## config.mk

```make
export PLATFORM = sky130hd
export DESIGN_NAME = tzs_sequencer
export DESIGN_NICKNAME = d
export VERILOG_FILES = /design/src/common/tzs_pkg.sv /design/src/verilog/tzs_sequencer.sv
export SDC_FILE = /design/constraint.sdc
export NUM_CORES = 1
export LEC_CHECK = 0
export CORE_MARGIN = 2
export CORE_UTILIZATION = 45
export DETAILED_ROUTE_END_ITERATION = 12
export DONT_BUFFER_PORTS = 1
export GPL_TIMING_DRIVEN = 1
export PLACE_DENSITY = 0.61
export REMOVE_ABC_BUFFERS = 1
export SYNTH_ARGS = -nofsm -noshare
export SYNTH_HDL_FRONTEND = slang
export SYNTH_SLANG_ARGS = --single-unit
```

## constraint.sdc

```tcl
create_clock -name CLK_IN -period 160.2 [get_ports CLK_IN]
set_clock_uncertainty 0.2 [all_clocks]
set_input_delay 16.02 -clock CLK_IN [delete_from_list [all_inputs] [get_ports CLK_IN]]
set_output_delay 16.02 -clock CLK_IN [all_outputs]
set_load 0.05 [all_outputs]
```

## src/common/tzs_pkg.sv

```systemverilog
// Package of constants and types for the track-zero sensor align sequencer
package tzs_pkg;
	localparam logic [7:0] START_TRACK = 8'h05;
	localparam int CLK_HZ = 25000000;
	localparam int STEP_PULSE_NS = 1000;
	localparam int STEP_PULSE_CYC = (STEP_PULSE_NS * (CLK_HZ / 1000000) + 999) / 1000;
	localparam int TENTH_MS_CYC = CLK_HZ / 10000;
	localparam int SEEK_TIMEOUT_MS = 30;
	localparam int SEEK_TIMEOUT_CYC = SEEK_TIMEOUT_MS * (CLK_HZ / 1000);
	localparam logic [7:0] PCT_SCALE = 8'h64;

	typedef enum logic [2:0] {
		TZS_IDLE = 3'b000,
		TZS_HOME = 3'b001,
		TZS_STEP = 3'b010,
		TZS_WAIT = 3'b011,
		TZS_CALC = 3'b100,
		TZS_DONE = 3'b101
	} tzs_state_t;

	typedef struct packed {
		logic overall_pass;
		logic pct_pass;
		logic track_pass;
		logic signed [7:0] offset_pct;
		logic [7:0] from_track_field;
		logic [15:0] step_in_latency;
		logic [15:0] step_out_latency;
	} tzs_record_t;
endpackage

```

## src/verilog/tzs_sequencer.sv

```systemverilog
// Track-zero sensor align sequencer: stepping, latency timing, offset and record
`timescale 1ns/1ps
module tzs_sequencer import tzs_pkg::*; #(
	parameter int SEEK_TIMEOUT = SEEK_TIMEOUT_CYC,
	parameter int PCT_LIMIT = 20
) (
	input wire logic CLK_IN,
	input wire logic RESETN_IN,
	input wire logic START_IN,
	input wire logic SENSOR_IN,
	input wire logic PRINT_TOGGLE_IN,
	input wire logic ROW_KEY_IN,
	output logic STEP_OUT,
	output logic DIR_IN_OUT,
	output logic ACTIVE_OUT,
	output logic [7:0] LEFT_FIELD_OUT,
	output logic signed [7:0] RIGHT_FIELD_OUT,
	output tzs_record_t RECORD_OUT,
	output logic RECORD_VALID_OUT
);
	logic sens_m_reg, sens_s_reg, sens_d_reg;
	tzs_state_t state_reg, state_next;
	logic [7:0] track_reg, track_next;
	logic dir_in_reg, dir_in_next;
	logic found_reg, found_next;
	logic step_next;
	logic [7:0] pulse_reg, pulse_next;
	logic [31:0] wait_reg, wait_next;
	logic [15:0] sub_reg, sub_next;
	logic [15:0] lat_reg, lat_next;
	logic [15:0] out_lat_reg, out_lat_next;
	logic [15:0] in_lat_reg, in_lat_next;
	logic have_out_reg, have_out_next;
	logic have_in_reg, have_in_next;
	logic print_en_reg, print_en_next;
	logic signed [7:0] pct_reg, pct_next;
	tzs_record_t rec_reg, rec_next;
	logic rec_v_next;
	logic sens_change;
	logic signed [17:0] diff;
	logic [15:0] big;
	logic [23:0] mag;
	logic [23:0] quot;

	assign sens_change = sens_s_reg ^ sens_d_reg;
	assign diff = $signed({2'b00, out_lat_reg}) - $signed({2'b00, in_lat_reg});
	assign big = (out_lat_reg > in_lat_reg) ? out_lat_reg : in_lat_reg;
	assign mag = diff[17] ? 24'(-diff) : 24'(diff);
	assign quot = (big == 16'h0000) ? 24'h000000 : (mag * 24'(PCT_SCALE)) / 24'(big);

	always_ff @(posedge CLK_IN) begin
		if (!RESETN_IN) begin
			sens_m_reg <= 1'b0;
			sens_s_reg <= 1'b0;
			sens_d_reg <= 1'b0;
		end else begin
			sens_m_reg <= SENSOR_IN;
			sens_s_reg <= sens_m_reg;
			sens_d_reg <= sens_s_reg;
		end
	end

	always_comb begin
		state_next = state_reg;
		track_next = track_reg;
		dir_in_next = dir_in_reg;
		found_next = found_reg;
		step_next = 1'b0;
		pulse_next = pulse_reg;
		wait_next = wait_reg;
		sub_next = sub_reg;
		lat_next = lat_reg;
		out_lat_next = out_lat_reg;
		in_lat_next = in_lat_reg;
		have_out_next = have_out_reg;
		have_in_next = have_in_reg;
		print_en_next = print_en_reg;
		pct_next = pct_reg;
		rec_next = rec_reg;
		rec_v_next = 1'b0;
		if (state_reg != TZS_IDLE && PRINT_TOGGLE_IN)
			print_en_next = !print_en_reg;
		case (state_reg)
			TZS_IDLE: begin
				if (START_IN) begin
					track_next = 8'hff;
					found_next = 1'b0;
					have_out_next = 1'b0;
					have_in_next = 1'b0;
					print_en_next = 1'b0;
					state_next = TZS_HOME;
				end
			end
			TZS_HOME: begin
				// Heads assumed parked at track 5; counting starts there
				track_next = START_TRACK;
				dir_in_next = 1'b0;
				found_next = 1'b0;
				pulse_next = 8'(STEP_PULSE_CYC);
				state_next = TZS_STEP;
			end
			TZS_STEP: begin
				step_next = 1'b1;
				pulse_next = pulse_reg - 8'h01;
				if (pulse_reg == 8'h01) begin
					wait_next = 32'(SEEK_TIMEOUT);
					state_next = TZS_WAIT;
				end
				if (sub_reg == 16'(TENTH_MS_CYC - 1)) begin
					sub_next = 16'h0000;
					lat_next = lat_reg + 16'h0001;
				end else
					sub_next = sub_reg + 16'h0001;
				// Leading edge restarts the latency clock, over any tick
				if (pulse_reg == 8'(STEP_PULSE_CYC)) begin
					sub_next = 16'h0000;
					lat_next = 16'h0000;
				end
			end
			TZS_WAIT: begin
				if (sub_reg == 16'(TENTH_MS_CYC - 1)) begin
					sub_next = 16'h0000;
					lat_next = lat_reg + 16'h0001;
				end else
					sub_next = sub_reg + 16'h0001;
				wait_next = wait_reg - 32'h1;
				pulse_next = 8'(STEP_PULSE_CYC);
				if (sens_change) begin
					found_next = 1'b1;
					if (dir_in_reg) begin
						in_lat_next = lat_reg;
						have_in_next = 1'b1;
						track_next = track_reg + 8'h01;
					end else begin
						out_lat_next = lat_reg;
						have_out_next = 1'b1;
						track_next = track_reg - 8'h01;
					end
					dir_in_next = !dir_in_reg;
					state_next = (have_in_reg || dir_in_reg) && (have_out_reg || !dir_in_reg)
						? TZS_CALC : TZS_STEP;
				end else if (wait_reg == 32'h1) begin
					if (dir_in_reg) begin
						track_next = track_reg + 8'h01;
						dir_in_next = 1'b0;
						state_next = TZS_STEP;
					end else if (found_reg) begin
						track_next = track_reg - 8'h01;
						dir_in_next = 1'b1;
						state_next = TZS_STEP;
					end else if (track_reg == 8'h01) begin
						state_next = TZS_HOME;
					end else begin
						track_next = track_reg - 8'h01;
						state_next = TZS_STEP;
					end
				end
			end
			TZS_CALC: begin
				pct_next = diff[17] ? -8'(quot) : 8'(quot);
				rec_next.offset_pct = diff[17] ? -8'(quot) : 8'(quot);
				rec_next.pct_pass = quot <= 24'(PCT_LIMIT);
				rec_next.from_track_field = dir_in_reg ? track_reg + 8'h01 : track_reg;
				rec_next.track_pass = 1'b1;
				rec_next.overall_pass = quot <= 24'(PCT_LIMIT);
				rec_next.step_out_latency = out_lat_reg;
				rec_next.step_in_latency = in_lat_reg;
				rec_v_next = print_en_reg;
				pulse_next = 8'(STEP_PULSE_CYC);
				state_next = TZS_STEP;
			end
			default: state_next = TZS_IDLE;
		endcase
		if (state_reg != TZS_IDLE && ROW_KEY_IN) begin
			state_next = TZS_IDLE;
			step_next = 1'b0;
			rec_v_next = 1'b1;
		end
	end

	always_ff @(posedge CLK_IN) begin
		if (!RESETN_IN) begin
			state_reg <= TZS_IDLE;
			track_reg <= 8'h00;
			dir_in_reg <= 1'b0;
			found_reg <= 1'b0;
			pulse_reg <= 8'h00;
			wait_reg <= 32'h0;
			sub_reg <= 16'h0000;
			lat_reg <= 16'h0000;
			out_lat_reg <= 16'h0000;
			in_lat_reg <= 16'h0000;
			have_out_reg <= 1'b0;
			have_in_reg <= 1'b0;
			print_en_reg <= 1'b0;
			pct_reg <= 8'sh00;
			rec_reg <= '0;
		end else begin
			state_reg <= state_next;
			track_reg <= track_next;
			dir_in_reg <= dir_in_next;
			found_reg <= found_next;
			pulse_reg <= pulse_next;
			wait_reg <= wait_next;
			sub_reg <= sub_next;
			lat_reg <= lat_next;
			out_lat_reg <= out_lat_next;
			in_lat_reg <= in_lat_next;
			have_out_reg <= have_out_next;
			have_in_reg <= have_in_next;
			print_en_reg <= print_en_next;
			pct_reg <= pct_next;
			rec_reg <= rec_next;
		end
	end

	always_ff @(posedge CLK_IN) begin
		if (!RESETN_IN) begin
			STEP_OUT <= 1'b0;
			DIR_IN_OUT <= 1'b0;
			ACTIVE_OUT <= 1'b0;
			LEFT_FIELD_OUT <= 8'h00;
			RIGHT_FIELD_OUT <= 8'sh00;
			RECORD_OUT <= '0;
			RECORD_VALID_OUT <= 1'b0;
		end else begin
			STEP_OUT <= step_next;
			DIR_IN_OUT <= dir_in_next;
			ACTIVE_OUT <= state_next != TZS_IDLE;
			LEFT_FIELD_OUT <= rec_next.from_track_field;
			RIGHT_FIELD_OUT <= pct_next;
			RECORD_OUT <= rec_next;
			RECORD_VALID_OUT <= rec_v_next;
		end
	end
endmodule // tzs_sequencer

```

==> summary.txt, run 1 <==
Floorplanning
  – Chip Height: 243 um
  – Die area: 58,800 sq um
  – Die width: 243 um
  – Num rows: 87
  – Starting density of the core: 45.4%
  – Ports: 77
  – Core ar.: 56,400 sq um

Global route
  – First-pass GRT wire length: 122,000 um
  – Vias in the first global route: 23,300
  – Initial antenna violation count: 1
  – GRT Resource Usage Total: 25.2%
  – GR Overflow Total: 0
  – Largest net degree at the start of global routing: 69

CTS
  – Clock Sinks: 176
  – Hold Buf Count CTS: 0
  – Setup repair bufs after CTS: 0
  – Clk slew on worst S/H paths: 0.07 ns
  – CTS max path bufs: 2
  – Gates resized, CTS repair: 0
  – H-tree depth: 4
  – Cell at the root of the clock tree: clkbuf_16
  – CTS tree: built
  – Worst-skew pair later-pin latency: 0.44 ns
  – TritonCTS Buffers: 17

Logic synthesis
  – Synth Area in Adders: 18.4%
  – Syn Inst Count: 3,504
  – Compound-Gate Fraction of Synth Area: 25.9%
  – Post-Syn Area per Cell: 7.31 sq um
  – Post-synth EDFFs: 0
  – Number of distinct library cells after synthesis: 114
  – Seq/Total Area, Yosys: 13.8%
  – Main flop type after synthesis: dfxtp_1
  – XOR/XNOR Fraction of Synth Area: 5.93%
  – Mux cell area share after synthesis: 5.06%
  – Fraction of registers with async set/reset: 0%
  – Ys Warns: 0
  – Post-synth design cell area: 25,600 sq um
  – #FFs+latches synth: 176
  – Largest family of logic cells by synthesized area: simple AND/OR/NAND/NOR gates
  – Simple-gate area share of the yosys netlist: 26.2%

Timing
  – Setup TNS: 0 ns
  – Period utilisation layout: 51.5%
  – FMAX: 0.0121 GHz
  – Final setup viols: 0
  – Worst-Margin Slew: 1.19 ns
  – Final Hold Fails: 0
  – Worst slew margin: 20.0%
  – Final Critical Period: 82.47 ns
  – RSZ-0062 raised after global routing: no
  – Final Max Slew Viols: 0

Setup path
  – CP Class: reg -> reg
  – Crit-path max FO: 30
  – WP data required: 160.29 ns
  – Worst path arrival time: 82.56 ns
  – Worst Setup End Kind: register
  – CP Launch Type: register
  – R2R Setup Slk: 77.73 ns
  – Slowest-stage cell, CP: a221oi_1
  – Most used cell, CP: o21a_1
  – CP peak stage delay: 0.91 ns

Placement
  – Placer Congestion: 0.947
  – Hpwl dp: 59,100 um
  – I/O Buffers: 0

Drt
  – Avg Vias per Cell: 5.90
  – Drt first pass iters: 6
  – Vias: 24,800
  – Residual DRC count: 0
  – DR WL/cell: 17.9 um
  – ANT nets after route: 0
  – DRT iter0 DRCs: 1,735
  – Total Wirelength: 75,500 um

Finish
  – Max FFs per register: 50
  – Fraction of layout cells with a size suffix above 1: 6.92%
  – Final #Nets: 3,811
  – Register area: 3520 sq um
  – Footprint of the multi-input gates: 21,000 sq um
  – Area grow syn2layout: 5.47%
  – Fillers: 5,860

Flow run
  – Max-Cap Viols: 0

Outcome
  – Outcome: completed

Worst hold path
  – Hold Path Class: reg -> reg
## logic make-up after synthesis
logic type | after synthesis
AOI/OAI and AO/OA | 984
muxes | 119
other | 2
buffers and inverters | 297
DFF | 176
adders and majority gates | 367
and+or+nand+nor | 1388
xor gates and xnor gates | 171
## final cells by class
class,instances,area share (%)
Clock buffer,19,1.64
Sequential cell,176,13.0
Tap cell,756,3.50
Multi-Input combinational cell,3034,77.8
Timing Repair Buffer,40,1.11
Antenna cell,1,0.00926
Inverter,170,2.37
Clock inverter,13,0.551
## layer usage
| layer | GRT usage, % | wire length, um |
|---|---|---|
| met5 | 0 | 0 |
| met1 | 33.2 | 35100 |
| met2 | 41.1 | 33200 |
| met3 | 4.58 | 4790 |
| met4 | 8.70 | 2470 |
## metrics by stage
stage / hold slack (ns) / setup slack (ns) / cells / cell area (sq um) / utilization (%)
2_1_floorplan: 0.212 / 83.50 / 3380 / 25100 / -
3_3_place_gp: 0.237 / 80.88 / 4176 / 26400 / 46.9
3_5_place_dp: 0.230 / 78.83 / 4176 / 26400 / 46.9
4_1_cts: 0.248 / 78.52 / 4208 / 27000 / 47.9
5_1_grt: 0.270 / 70.26 / 4208 / 27000 / 47.9
6_report: 0.242 / 77.73 / 4209 / 27000 / 47.9
## final timing paths
check | start | endpoint | depth (start not counted)
setup / recovery | out_lat_reg[0] | RECORD_OUT[42] | 377
hold / removal | sens_m_reg | sens_s_reg | 1
setup reg to reg | out_lat_reg[0] | RECORD_OUT[42] | 377
hold reg to reg | sens_m_reg | sens_s_reg | 1
## synth_stat cells, types with 10 or more instances
library cell    n  area share (%)
fa_1           16             1.3
nand2b_1       53             1.3
nor3b_1        12            0.35
mux2_2         70             3.1
a21boi_0       16            0.47
and4_1         10            0.34
o211ai_1       19            0.56
o21ai_0       165             3.2
nand3_1        64             1.3
inv_1         168             2.5
buf_1          12            0.18
a211o_1        13            0.44
a211oi_1       30            0.88
a31oi_1        27            0.66
and2_1         30            0.73
ha_1          350              17
o21ai_1        12            0.23
nor3_1        205             4.0
buf_4          17            0.50
and3_1         22            0.54
or3_1          45             1.1
mux2i_1        45             1.8
nor4_1         28            0.68
xnor2_1        89             3.0
a21oi_1       248             4.8
or2_2          33            0.81
o21a_1        195             5.7
o31ai_1        64             1.9
clkbuf_1       90             1.3
dfxtp_1       176              14
xor2_1         80             2.7
a21o_1         68             2.0
nor2b_1        29            0.71
nand4_1        44             1.1
nor2_1        328             4.8
nand2_1       420             6.2
or4_1          20            0.59
## critical path: cells and delay by family (launching register included)
family	cells	cell delay, ns
buffers and inverters	17	3.33
AOI/OAI and AO/OA	241	50.12
DFF	1	0.43
and+or+nand+nor	73	13.90
adders and majority gates	32	9.90
xor gates and xnor gates	4	0.97
muxes	10	3.41
## placed cells by master, fill, tap and decap left out, types with 68 or more instances in the layout
cell	n
xor2_1	80
a21oi_1	248
nor2_1	328
mux2_2	70
a21o_1	68
dfxtp_1	176
o21a_1	195
nor3_1	205
ha_1	350
nand2_1	419
inv_1	168
o21ai_0	165
xnor2_1	89
Power of run 1 is not shown: default switching activity piles up to over one toggle a cycle in this logic, so the estimate is an artifact.
==> inputs of run 2 (changes only) <==
--- a/config.mk
+++ b/config.mk
@@ -10,7 +10,7 @@
 export DETAILED_ROUTE_END_ITERATION = 12
 export DONT_BUFFER_PORTS = 1
 export GPL_TIMING_DRIVEN = 1
-export PLACE_DENSITY = 0.61
+export PLACE_DENSITY = 0.63
 export REMOVE_ABC_BUFFERS = 1
 export SYNTH_ARGS = -nofsm -noshare
 export SYNTH_HDL_FRONTEND = slang
==> constraint.sdc (replaced) <==
create_clock -name CLK_IN -period 73 [get_ports CLK_IN]
set_clock_uncertainty 0.2 [all_clocks]
set_input_delay 7.3 -clock CLK_IN [delete_from_list [all_inputs] [get_ports CLK_IN]]
set_output_delay 7.3 -clock CLK_IN [all_outputs]
set_load 0.05 [all_outputs]
==> run 2 against run 1 <==
  * Final cell count is 6.9% higher
  * Worst hold slack better by 0.018 ns
  * Routed wire length is 8.5% higher
  * Setup slack worse by 75 ns
  * Fmax is 18% higher
  * Utilization is 5.9 points higher
  * Global-route usage is 1.2 points higher
  * First-iteration DRC count is 1.9% higher
  * Via count is 5.8% higher
  * Final area is 12% higher
==> summary.txt, run 2 (synthesized netlist as in run 1, its figures left out) <==
Outcome
  – Outcome: completed

Timing
  – Final Critical Period: 69.78 ns (-12.69 ns)
  – Final Hold Fails: 0 (unchanged)
  – Period utilisation layout: 95.6% (+44 points)
  – RSZ-0062 raised after global routing: yes
  – FMAX: 0.0143 GHz (+18%)
  – Worst slew margin: 13.3% (-6.6 points)
  – Worst-Margin Slew: 1.30 ns (+0.105 ns)
  – Final setup viols: 0 (unchanged)
  – Final Max Slew Viols: 0 (unchanged)

CTS
  – CTS tree: built
  – Cell at the root of the clock tree: clkbuf_16
  – Clock Sinks: 176 (unchanged)
  – H-tree depth: 4 (unchanged)
  – TritonCTS Buffers: 17 (unchanged)
  – Clk slew on worst S/H paths: 0.07 ns (about the same)
  – Hold Buf Count CTS: 0 (unchanged)
  – Worst-skew pair later-pin latency: 0.44 ns (about the same)
  – CTS max path bufs: 2 (unchanged)

Setup path
  – CP Launch Type: register
  – CP peak stage delay: 0.52 ns (-0.39 ns)
  – Most used cell, CP: o21a_1
  – Worst Setup End Kind: register
  – Setup crit end: RECORD_OUT[44]
  – Worst path arrival time: 69.89 ns (-12.67 ns)
  – Worst Setup SP: out_lat_reg[1]
  – Buf+Inv Stages, Crit Path: 14 (-3)
  – R2R Setup Slk: 3.22 ns (-74.51 ns)
  – Worst r2r src: out_lat_reg[1]
  – CP Class: reg -> reg
  – WP data required: 73.11 ns (-87.18 ns)
  – Crit-path max FO: 10 (-67%)
  – CP Depth: 372 (-1.3%)
  – Top Family by Delay on Critical Path: compound AO/OA/AOI/OAI gates
  – Worst-case reg-to-reg path depth: 372 (-1.3%)
  – Slowest-stage cell, CP: or4b_4
  – Reg2reg end: RECORD_OUT[44]

Drt
  – DRT iter0 DRCs: 1,768 (+1.9%)
  – Total Wirelength: 81,900 um (+8.5%)
  – Drt first pass iters: 8 (+2)
  – DR WL/cell: 18.2 um (+1.5%)
  – Avg Vias per Cell: 5.84 (-1.0%)
  – Vias: 26,300 (+5.8%)
  – ANT nets after route: 0 (unchanged)
  – Residual DRC count: 0 (unchanged)

Finish
  – Most common cell after layout, fill and taps aside: nand2_1
  – Fin cells: 4,500 (+6.9%)
  – Max FFs per register: 50 (unchanged)
  – Fraction of layout cells with a size suffix above 1: 18.5% (+12 points)
  – Post-route cell area: 30,300 sq um (+12%)
  – Most frequent cells in the layout: nand2_1, ha_1, buf_4
  – Final Core Density: 53.8% (+5.9 points)
  – Area grow syn2layout: 18.4%
  – Final #Nets: 4,102 (+7.6%)

Placement
  – Hpwl dp: 61,900 um (+4.7%)
  – I/O Buffers: 0 (unchanged)
  – Post-DP Area: 27,800 sq um (+5.2%)
  – Inst Count DP: 4,359 (+4.4%)
  – Placer Congestion: 0.970 (+2.4%)

Floorplanning
  – Num rows: 87 (unchanged)
  – Chip Height: 243 um (unchanged)
  – Ports: 77 (unchanged)
  – Die width: 243 um (unchanged)
  – Die area: 58,800 sq um (unchanged)
  – Starting density of the core: 45.4% (unchanged)
  – Core ar.: 56,400 sq um (unchanged)

Global route
  – First-pass GRT wire length: 128,000 um (+4.7%)
  – GR Overflow Total: 0 (unchanged)
  – Largest net degree at the start of global routing: 75 (+8.7%)
  – Initial antenna violation count: 0 (-1)
  – GRT Resource Usage Total: 26.4% (+1.2 points)
  – Vias in the first global route: 24,300 (+4.2%)

Worst hold path
  – Hold Path Class: reg -> reg

Flow run
  – Max-Cap Viols: 0 (unchanged)
run 2: changes by cell type in the layout (fill, tap and decap cells not counted), sizes merged:
cell	previous run	this run
buf	40	331
bufinv	2	4
clkbuf	19	18
clkinv	2	4
clkinvlp	4	2
inv	175	174
run 2: cell type report:
| type | count | area (sq um) |
|---|---|---|
| fill | 5521 | 26100 |
| multi-input combinational | 3034 | 22000 |
| sequential | 176 | 3530 |
| timing repair buffer | 331 | 2560 |
| tap | 756 | 946 |
| inverter | 170 | 641 |
| clock buffer | 18 | 429 |
| clock inverter | 14 | 204 |
| antenna | 1 | 2.50 |
run 2: layer usage:
layer / track usage (%) / routed length [um] / vias to the layer above
li1: - / - / 13200
met5: 0 / 0 / -
met1: 34.8 / 36900 / 12200
met3: 3.80 / 4650 / 141
met4: 8.55 / 2510 / 0
met2: 44.2 / 37800 / 664
run 2: worst min-delay path by stage:
stage | start | cells after the start | end | slack [ns]
6_report | sens_m_reg | 1 | sens_s_reg | 0.26
3_3_place_gp | have_out_reg | 2 | have_out_reg | 0.25
2_1_floorplan | sens_m_reg | 1 | sens_s_reg | 0.21
5_1_grt | sens_m_reg | 1 | sens_s_reg | 0.27
3_5_place_dp | sens_m_reg | 1 | sens_s_reg | 0.25
4_1_cts | sens_m_reg | 1 | sens_s_reg | 0.26
run 2: stage by stage:
stage	setup TNS [ns]	setup slack [ns]	hold WS, ns
4_1_cts	0	0.0767	0.261
3_3_place_gp	-0.575	-0.206	0.247
3_5_place_dp	-14.11	-1.96	0.247
2_1_floorplan	-30.23	-3.70	0.212
6_report	0	3.22	0.260
5_1_grt	-6.48	-0.961	0.275
run 2: repair_timing:
| action | in CTS | in global routing |
|---|---|---|
| endpoints found under the hold margin | 0 | 0 |
| gates cloned | 0 | 1 |
| buffers inserted | 8 | 99 |
| pin swaps | 4 | 137 |
| gates resized for setup | 18 | 250 |
| endpoints found under the setup margin | 9 | 9 |
run 2: worst register-to-register path: cells and delay by family (launching register included):
family          cells  cell delay, ns
simple gates       75           11.68
buf+inv            14            1.75
xor+xnor            3            0.49
fa+ha+maj          30            8.22
flops               1            0.32
mux                 9            2.48
compound gates    241           44.53
Power of run 2 is left out for the same reason.
